===== config.mk =====
export PLATFORM = sky130hd
export DESIGN_NAME = ccc_chopper
export DESIGN_NICKNAME = d
export VERILOG_FILES = /design/src/verilog/ccc_pkg.sv /design/src/verilog/ccc_chopper.sv /design/src/verilog/ccc_lfsr.sv
export SDC_FILE = /design/constraint.sdc
export NUM_CORES = 1
export LEC_CHECK = 0
export BUFFER_PORTS_ARGS = -buffer_cell sky130_fd_sc_hd__clkbuf_2
export CAP_MARGIN = 10
export CORE_MARGIN = 5
export CORE_UTILIZATION = 61
export DETAILED_ROUTE_END_ITERATION = 12
export PLACE_DENSITY = 0.85
export SYNTH_ARGS = -nofsm -noshare
export SYNTH_HDL_FRONTEND = slang
export SYNTH_SLANG_ARGS = --single-unit

===== constraint.sdc =====
create_clock -name pclk -period 8.34 [get_ports pclk]
set_clock_uncertainty 0.2 [all_clocks]
set_input_delay 0 -clock pclk [delete_from_list [all_inputs] [get_ports pclk]]
set_output_delay 0 -clock pclk [all_outputs]
set_load 0.02 [all_outputs]

===== src/verilog/ccc_pkg.sv =====
`default_nettype none
package ccc_pkg;

    // Register byte offsets
    localparam logic [7:0] OFS_CONF     = 8'h00;
    localparam logic [7:0] OFS_TARGET_A = 8'h04;
    localparam logic [7:0] OFS_TARGET_B = 8'h08;
    localparam logic [7:0] OFS_STATUS   = 8'h0C;

    // Chopper timing in system clock cycles, then threshold biases
    localparam logic [9:0] SLOW_MULT   = 10'h020;
    localparam logic [9:0] SLOW_BASE   = 10'h018;
    localparam logic [9:0] FAST_MULT   = 10'h020;
    localparam logic [5:0] BLANK_0     = 6'h10;
    localparam logic [5:0] BLANK_1     = 6'h18;
    localparam logic [5:0] BLANK_2     = 6'h24;
    localparam logic [5:0] BLANK_3     = 6'h36;
    localparam logic [6:0] HYST_DECREMENT_INTERVAL_STEP   = 7'h10;
    localparam logic [5:0] HYST_END_VALUE_BIAS   = 6'h03;
    localparam logic [5:0] OFFSET_BIAS = 6'h03;

    typedef enum logic [4:0] {
        PH_OFF   = 5'b00001,
        PH_ON    = 5'b00010,
        PH_SLOW1 = 5'b00100,
        PH_FAST  = 5'b01000,
        PH_SLOW2 = 5'b10000
    } ccc_phase_t;

    typedef struct packed {
        logic       fast_decay_timer_only;
        logic [3:0] sine_offset;
        logic [3:0] fast_decay_time;
        logic       random_offtime_enable;
        logic [1:0] hyst_decrement_interval;
        logic [3:0] hyst_end_value;
        logic [2:0] hyst_start_offset;
        logic       chopper_scheme_select;
        logic [1:0] blank_interval;
        logic [3:0] slow_decay_length;
    } ccc_conf_t;

    localparam ccc_conf_t CONF_RST = 26'h0000000;
    localparam logic [8:0] TARGET_RST = 9'h000;

    typedef struct packed {
        ccc_phase_t phase;
        logic       polarity;
        logic [7:0] threshold;
    } ccc_drive_t;

    typedef struct packed {
        ccc_drive_t        drv;
        logic [9:0]        timer;
        logic [5:0]        blank_cnt;
        logic [5:0]        dec_cnt;
        logic signed [5:0] hyst;
    } ccc_coil_t;

endpackage
`default_nettype wire

===== src/verilog/ccc_chopper.sv =====
// Register access over APB and the placing of the registers are this design's own decisions.
`default_nettype none
module ccc_chopper
    import ccc_pkg::*;
(
    input  wire logic             pclk,       // System clock
    input  wire logic             presetn,    // Async reset, active low
    input  wire logic             psel,       // APB select
    input  wire logic             penable,    // APB enable
    input  wire logic             pwrite,     // APB direction
    input  wire logic [7:0]       paddr,      // APB byte address
    input  wire logic [31:0]      pwdata,     // APB write data
    input  wire logic [3:0]       pstrb,      // APB byte strobes
    output logic      [31:0]      prdata,     // APB read data
    output logic                  pready,     // APB ready
    output logic                  pslverr,    // APB error, unmapped address
    input  wire logic [1:0]       comp_above, // Sense above threshold, per coil
    output ccc_drive_t [1:0]      coil_drive  // Bridge phase, polarity, threshold
);
    typedef struct packed {
        ccc_conf_t             conf;
        logic [1:0][8:0]       target;
        logic [1:0]            cmp_meta;
        logic [1:0]            cmp_sync;
        ccc_coil_t [1:0]       coil;
        logic                  pready;
        logic                  pslverr;
        logic [31:0]           prdata;
    } ccc_state_t;

    ccc_state_t  r;
    ccc_state_t  next_r;
    logic [15:0] rnd;

    ccc_lfsr #(
        .WIDTH (16),
        .TAPS  (16'hB400),
        .SEED  (16'hACE1)
    ) u_rnd (
        .pclk    (pclk),
        .presetn (presetn),
        .rnd     (rnd)
    );

    function automatic logic [31:0] wr_merge(input logic [31:0] old, input logic [31:0] d,
                                             input logic [3:0] strb);
        logic [31:0] res;
        res = old;
        for (int b = 0; b < 4; b++) begin
            if (strb[b]) begin
                res[b*8 +: 8] = d[b*8 +: 8];
            end
        end
        return res;
    endfunction

    function automatic logic [5:0] blank_cycles(input logic [1:0] code);
        logic [5:0] n;
        unique case (code)
            2'h0: n = BLANK_0;
            2'h1: n = BLANK_1;
            2'h2: n = BLANK_2;
            2'h3: n = BLANK_3;
        endcase
        return n;
    endfunction

    function automatic logic [9:0] slow_cycles(input logic [3:0] len, input logic en, input logic [3:0] rv);
        logic [9:0] n;
        n = 10'({6'h00, len} * SLOW_MULT) + SLOW_BASE;
        if (en) begin
            n = n + {6'h00, rv};
        end
        return n;
    endfunction

    // Interval minus one, so the counter wraps at the interval
    function automatic logic [5:0] dec_last(input logic [1:0] code);
        logic [6:0] n;
        n = 7'({5'h00, code} + 7'h01) * HYST_DECREMENT_INTERVAL_STEP;
        return 6'(n - 7'h01);
    endfunction

    function automatic logic signed [5:0] hyst_end_value_eff(input logic [3:0] code);
        return $signed({2'h0, code}) - $signed(HYST_END_VALUE_BIAS);
    endfunction

    function automatic logic signed [5:0] hstart_eff(input ccc_conf_t c);
        return hyst_end_value_eff(c.hyst_end_value) + $signed({3'h0, c.hyst_start_offset}) + 6'sh01;
    endfunction

    // Comparator threshold for the bridge, clamped into the 8-bit range
    function automatic logic [7:0] thr_calc(input logic [7:0] mag, input ccc_conf_t c,
                                            input ccc_phase_t ph, input logic signed [5:0] h);
        logic signed [10:0] adj;
        logic signed [10:0] v;
        adj = 11'sh000;
        if (c.chopper_scheme_select) begin
            adj = $signed({5'h00, 2'h0, c.sine_offset}) - $signed({5'h00, OFFSET_BIAS});
        end else if (ph == PH_ON) begin
            adj = {{5{h[5]}}, h};
        end else if (ph == PH_FAST) begin
            adj = -{{5{h[5]}}, h};
        end
        v = $signed({3'h0, mag}) + adj;
        if (v < 11'sh000) begin
            return 8'h00;
        end else if (v > 11'sh0FF) begin
            return 8'hFF;
        end
        return v[7:0];
    endfunction

    always_comb begin
        ccc_coil_t   cs;
        ccc_coil_t   ns;
        logic        cmp;
        logic        blanked;
        logic        new_cycle;
        logic [31:0] rd;
        ccc_conf_t   cf;
        cs = '0;
        ns = '0;
        cmp = 1'b0;
        blanked = 1'b0;
        new_cycle = 1'b0;
        rd = 32'h00000000;
        cf = r.conf;
        next_r = r;

        // APB: answer one cycle after setup, write lands on the access edge
        next_r.pready = psel & ~penable;
        if (psel && !penable) begin
            next_r.pslverr = 1'b0;
            unique case (paddr)
                OFS_CONF:     rd = {6'h00, r.conf};
                OFS_TARGET_A: rd = {23'h000000, r.target[0]};
                OFS_TARGET_B: rd = {23'h000000, r.target[1]};
                OFS_STATUS:   rd = {8'h00, r.cmp_sync, r.coil[1].hyst, r.coil[0].hyst,
                                    r.coil[1].drv.phase, r.coil[0].drv.phase};
                default:      next_r.pslverr = 1'b1;
            endcase
            next_r.prdata = pwrite ? 32'h00000000 : rd;
        end
        if (psel && penable && r.pready && pwrite && !r.pslverr) begin
            if (paddr == OFS_CONF) begin
                next_r.conf = ccc_conf_t'(26'(wr_merge({6'h00, r.conf}, pwdata, pstrb)));
            end
            if (paddr == OFS_TARGET_A) begin
                next_r.target[0] = 9'(wr_merge({23'h000000, r.target[0]}, pwdata, pstrb));
            end
            if (paddr == OFS_TARGET_B) begin
                next_r.target[1] = 9'(wr_merge({23'h000000, r.target[1]}, pwdata, pstrb));
            end
        end

        // Comparator pins are asynchronous to the chopper clock
        next_r.cmp_meta = comp_above;
        next_r.cmp_sync = r.cmp_meta;

        // Each coil steps on its own; nothing couples their cycles
        for (int c = 0; c < 2; c++) begin
            cs = r.coil[c];
            ns = cs;
            cmp = r.cmp_sync[c];
            blanked = (cs.blank_cnt != 6'h00);
            new_cycle = 1'b0;
            if (blanked) begin
                ns.blank_cnt = cs.blank_cnt - 6'h01;
            end
            if (cs.timer != 10'h000) begin
                ns.timer = cs.timer - 10'h001;
            end
            if (cs.drv.phase == PH_ON || cs.drv.phase == PH_FAST) begin
                if (cs.dec_cnt >= dec_last(cf.hyst_decrement_interval)) begin
                    ns.dec_cnt = 6'h00;
                    if (cs.hyst > hyst_end_value_eff(cf.hyst_end_value)) begin
                        ns.hyst = cs.hyst - 6'sh01;
                    end
                end else begin
                    ns.dec_cnt = cs.dec_cnt + 6'h01;
                end
            end
            if (cf.slow_decay_length == 4'h0) begin
                ns.drv.phase = PH_OFF;
                ns.timer = 10'h000;
                ns.blank_cnt = 6'h00;
            end else begin
                unique case (cs.drv.phase)
                    PH_OFF: new_cycle = 1'b1;
                    PH_ON: begin
                        if (!blanked && cmp) begin
                            if (!cf.chopper_scheme_select) begin
                                ns.drv.phase = PH_SLOW1;
                                ns.timer = slow_cycles(cf.slow_decay_length, cf.random_offtime_enable,
                                                       rnd[c*8 +: 4]) - 10'h001;
                            end else if (cf.fast_decay_time != 4'h0) begin
                                ns.drv.phase = PH_FAST;
                                ns.timer = 10'({6'h00, cf.fast_decay_time} * FAST_MULT) - 10'h001;
                                ns.blank_cnt = blank_cycles(cf.blank_interval);
                            end else begin
                                ns.drv.phase = PH_SLOW2;
                                ns.timer = slow_cycles(cf.slow_decay_length, cf.random_offtime_enable,
                                                       rnd[c*8 +: 4]) - 10'h001;
                            end
                        end
                    end
                    PH_SLOW1: begin
                        if (cs.timer == 10'h000) begin
                            ns.drv.phase = PH_FAST;
                            ns.blank_cnt = blank_cycles(cf.blank_interval);
                        end
                    end
                    PH_FAST: begin
                        if ((!cf.chopper_scheme_select && !blanked && !cmp) ||
                            (cf.chopper_scheme_select && (cs.timer == 10'h000 ||
                             (!cf.fast_decay_timer_only && !blanked && !cmp)))) begin
                            ns.drv.phase = PH_SLOW2;
                            ns.timer = slow_cycles(cf.slow_decay_length, cf.random_offtime_enable,
                                                   rnd[c*8 +: 4]) - 10'h001;
                        end
                    end
                    PH_SLOW2: new_cycle = (cs.timer == 10'h000);
                endcase
            end
            if (new_cycle) begin
                ns.drv.phase = PH_ON;
                ns.hyst = hstart_eff(cf);
                ns.dec_cnt = 6'h00;
                ns.blank_cnt = blank_cycles(cf.blank_interval);
            end
            ns.drv.polarity = r.target[c][8];
            ns.drv.threshold = thr_calc(r.target[c][7:0], cf, ns.drv.phase, ns.hyst);
            next_r.coil[c] = ns;
        end
    end

    always_ff @(posedge pclk or negedge presetn) begin
        if (!presetn) begin
            r.conf     <= CONF_RST;
            r.target   <= {TARGET_RST, TARGET_RST};
            r.cmp_meta <= 2'h0;
            r.cmp_sync <= 2'h0;
            for (int c = 0; c < 2; c++) begin
                r.coil[c] <= '{drv: '{phase: PH_OFF, polarity: 1'b0, threshold: 8'h00},
                               timer: 10'h000, blank_cnt: 6'h00, dec_cnt: 6'h00, hyst: 6'sh00};
            end
            r.pready   <= 1'b0;
            r.pslverr  <= 1'b0;
            r.prdata   <= 32'h00000000;
        end else begin
            r <= next_r;
        end
    end

    assign prdata  = r.prdata;
    assign pready  = r.pready;
    assign pslverr = r.pslverr;
    assign coil_drive[0] = r.coil[0].drv;
    assign coil_drive[1] = r.coil[1].drv;
endmodule
`default_nettype wire


===== src/verilog/ccc_lfsr.sv =====
`default_nettype none
module ccc_lfsr
    import ccc_pkg::*;
#(
    parameter int          WIDTH = 16,
    parameter logic [15:0] TAPS  = 16'hB400,
    parameter logic [15:0] SEED  = 16'hACE1
) (
    input  wire logic             pclk,    // System clock
    input  wire logic             presetn, // Async reset, active low
    output logic      [WIDTH-1:0] rnd      // Free-running pseudo-random word
);
    typedef struct packed {
        logic [WIDTH-1:0] shift;
    } ccc_lfsr_state_t;

    ccc_lfsr_state_t r;
    ccc_lfsr_state_t next_r;

    // Galois form; a nonzero seed keeps it out of the stuck all-zero state
    always_comb begin
        next_r = r;
        next_r.shift = {1'b0, r.shift[WIDTH-1:1]};
        if (r.shift[0]) begin
            next_r.shift = next_r.shift ^ TAPS[WIDTH-1:0];
        end
    end

    always_ff @(posedge pclk or negedge presetn) begin
        if (!presetn) begin
            r <= SEED[WIDTH-1:0];
        end else begin
            r <= next_r;
        end
    end

    assign rnd = r.shift;
endmodule
`default_nettype wire


==> flow_summary.json <==
{
  "outcome": "finished, final reports clean",
  "hold_start": "comp_above[1]",
  "ctsHoldBuffers": 43,
  "dieArea_sq_mm": 0.0218,
  "fmax_mhz": 135,
  "regToRegSetupSlack_ns": 0.92,
  "final_cell_mix": "166 x dfrtp_1, 133 x nand2_1, 99 x clkbuf_2",
  "path_clk_slew_ns": 0.07,
  "cts_tree": "done",
  "clockBufferDepth": 2,
  "core_sq_mm": 0.0187,
  "final_common_cell": "dfrtp_1",
  "die_h_microns": 148,
  "critPathMaxFanout": 8,
  "port_buffers": 100,
  "rr_worst_depth": 24,
  "synth.distinct_cells": 84,
  "rsz0062_at_grt": "false",
  "cts_setup_buffers": 0,
  "layout.nets": 1438,
  "synth_edf_count": 0,
  "crit_family": "compound AO/OA/AOI/OAI gates",
  "dr.first_iter.drc_count": 836,
  "hold_path_end": "next_r[119]",
  "fin_util_pct": 68.5,
  "crit_path_start_kind": "register",
  "min_path_type": "input port to register",
  "cp_data_arrival_time_ns": 7.60,
  "cts_root_buf": "clkbuf_16",
  "vias": 9941,
  "holdPathStages": 2,
  "power-per-cell-area_mw_per_mm2": 140,
  "clkLatencyLatePin_ns": 0.44,
  "rows": 50,
  "grt_antenna_before_repair": 0,
  "grt_max_degree": 62,
  "htreeDepth": 4,
  "r2r_end": "coil_drive[6]",
  "synth_seq_cells": 176,
  "syn_area_per_cell_sq_um": 9.18,
  "grt_pass1_wl_microns": 49500,
  "area_growth_syn_to_layout_pct": 10.9,
  "ios": 113,
  "syn-instance-count": 1259,
  "grt_pass1_vias": 9559,
  "crit_top_cell": "ha_1",
  "overflow": 0,
  "worstSetupPathType": "register to register",
  "dp_hpwl_microns": 22800,
  "drive_gt1_share_pct": 17.1,
  "required_ns": 8.52,
  "grt_use_total_pct": 28.7,
  "max_cap_violations": 0,
  "drt-total-wl_microns": 31400,
  "worst_slew_pin_slew_ns": 1.24,
  "cp.buffers_inverters": 0,
  "seq_area_frac_synth_pct": 38.2,
  "period_share_pct": 88.9,
  "routedWlPerCell_microns": 19.9,
  "endpoint_kind": "register",
  "viasPerCell": 6.31,
  "cts_resized": 0,
  "cts_sinks": 176,
  "place.gp.congestion": 0.998,
  "p_leak_nw": 6.07,
  "slew_headroom_pct": 16.5,
  "setup_viol": 0,
  "hold_violations": 0,
  "start_util_pct": 61.8,
  "ys_async_sr_fraction_pct": 100,
  "ir_drop_v": 0.000136,
  "crit_chain": "ha_1 -> or3_1 -> ha_1 -> or3b_2 -> o32ai_1 -> a211oi_1 -> xnor2_1 -> a21oi_1 -> ha_1 -> xor2_1 -> nand2_1 -> a21boi_0 -> ha_1 -> nor2b_1 -> o21ai_0 -> a21boi_0 -> o21ai_0 -> a21boi_0 -> o21a_1 -> nor2_1 -> nor3_1 -> o211a_1 -> a221oi_4 -> o21a_1",
  "ys.flop_type": "dfrtp_1",
  "drt_pre_antenna_iters": 8,
  "slew_viol_final": 0,
  "tns_ns": 0,
  "yosys_warnings": 0,
  "drc": 0,
  "fin_crit_ns": 7.42,
  "drtAntennaViolNets": 0,
  "worst_path_max_delay_cell": "o32ai_1",
  "die_x_microns": 148,
  "r2r-start": "r[150]",
  "syn_area_sq_mm": 0.0116,
  "critPathMaxStageDelay_ns": 0.65,
  "cts_buffers": 17
}
[cell usage after synthesis, drive strengths merged, types with 14 or more instances]
cell / instances / area (sq um)
xor2: 37 / 324
nor4: 14 / 87.6
inv: 54 / 203
nand2b: 17 / 106
clkbuf: 35 / 131
o21ai: 80 / 404
a21oi: 75 / 394
nand2: 133 / 499
nor2: 97 / 374
ha: 56 / 701
o21a: 19 / 143
nand3: 35 / 175
mux2: 51 / 574
dfrtp: 166 / 4150
and3: 14 / 87.6
xnor2: 43 / 377
buf: 70 / 499
a22oi: 20 / 150
nor3: 36 / 185
[sequential cells by signal (all words and copies together), names as in the netlist]
register	count
pready	1
r	100
pslverr	1
next_r	4
coil_drive	28
u_rnd.rnd	16
prdata	26
[final cells by class]
cell class | instances | area (sq um)
repair buffers | 150 | 1010
inverters | 54 | 203
multi-input cells | 929 | 6330
flip-flops and latches | 176 | 4420
fillers | 1451 | 5890
well taps | 234 | 293
clock buffers | 19 | 453
diodes | 1 | 2.50
clock inverters | 13 | 103
[layer usage]
metal  vias up  global-route usage [%]  part of all wire [%]
met5         -                    1.59                  0.15
met4         2                    11.0                   3.7
met3        91                    6.65                   7.7
met2       407                    46.6                    47
met1      4881                    37.4                    42
li1       4560                       -                     -
[logic make-up after synthesis]
kind of cell / Yosys count / share of synthesized area (%)
AND/OR/NAND/NOR: 422 / 17.8
AO/OA/AOI/OAI: 295 / 16.7
flip-flops: 176 / 38.2
buffers and inverters: 159 / 7.21
XOR/XNOR: 81 / 6.26
multiplexers: 66 / 7.14
adder cells (fa/ha/maj): 59 / 6.58
other: 1 / 0.0325
[through the flow]
step | worst slack [ns] | cells | power (W) | hold WS (ns) | instance area [sq um]
after floorplan | 2.15 | 1264 | 0.000972 | -0.496 | 11600
after global placement | 1.32 | 1500 | 0.00102 | -0.182 | 11800
after detailed placement | 1.10 | 1500 | 0.00103 | -0.175 | 11800
after CTS | 1.03 | 1575 | 0.00179 | 0.00423 | 12800
after global routing | 0.556 | 1575 | 0.00185 | 0.0386 | 12800
final | 0.922 | 1576 | 0.00179 | 0.00527 | 12800
[how the worst max path moves through the flow]
stage                 from       endpoint  slack [ns]  cells past startpoint
floorplan           r[150]  coil_drive[2]        2.15                     24
global placement    r[150]  coil_drive[6]        1.32                     24
detailed placement  r[150]  coil_drive[6]        1.10                     24
CTS                 r[150]  coil_drive[6]        1.03                     24
global route        r[150]  coil_drive[6]        0.56                     24
finish              r[150]  coil_drive[6]        0.92                     24
[where the power goes]
| group | switching [W] | internal [W] | total [W] | leakage (nW) |
|---|---|---|---|---|
| clock network | 0.000358 | 0.000403 | 0.000761 | 0.279 |
| registers | 0.0000148 | 0.000861 | 0.000876 | 2.41 |
| logic | 0.0000913 | 0.0000634 | 0.000155 | 3.38 |
| total | 0.000464 | 0.00133 | 0.00179 | 6.07 |
No activity file was read; power rests on OpenSTA's default activity.
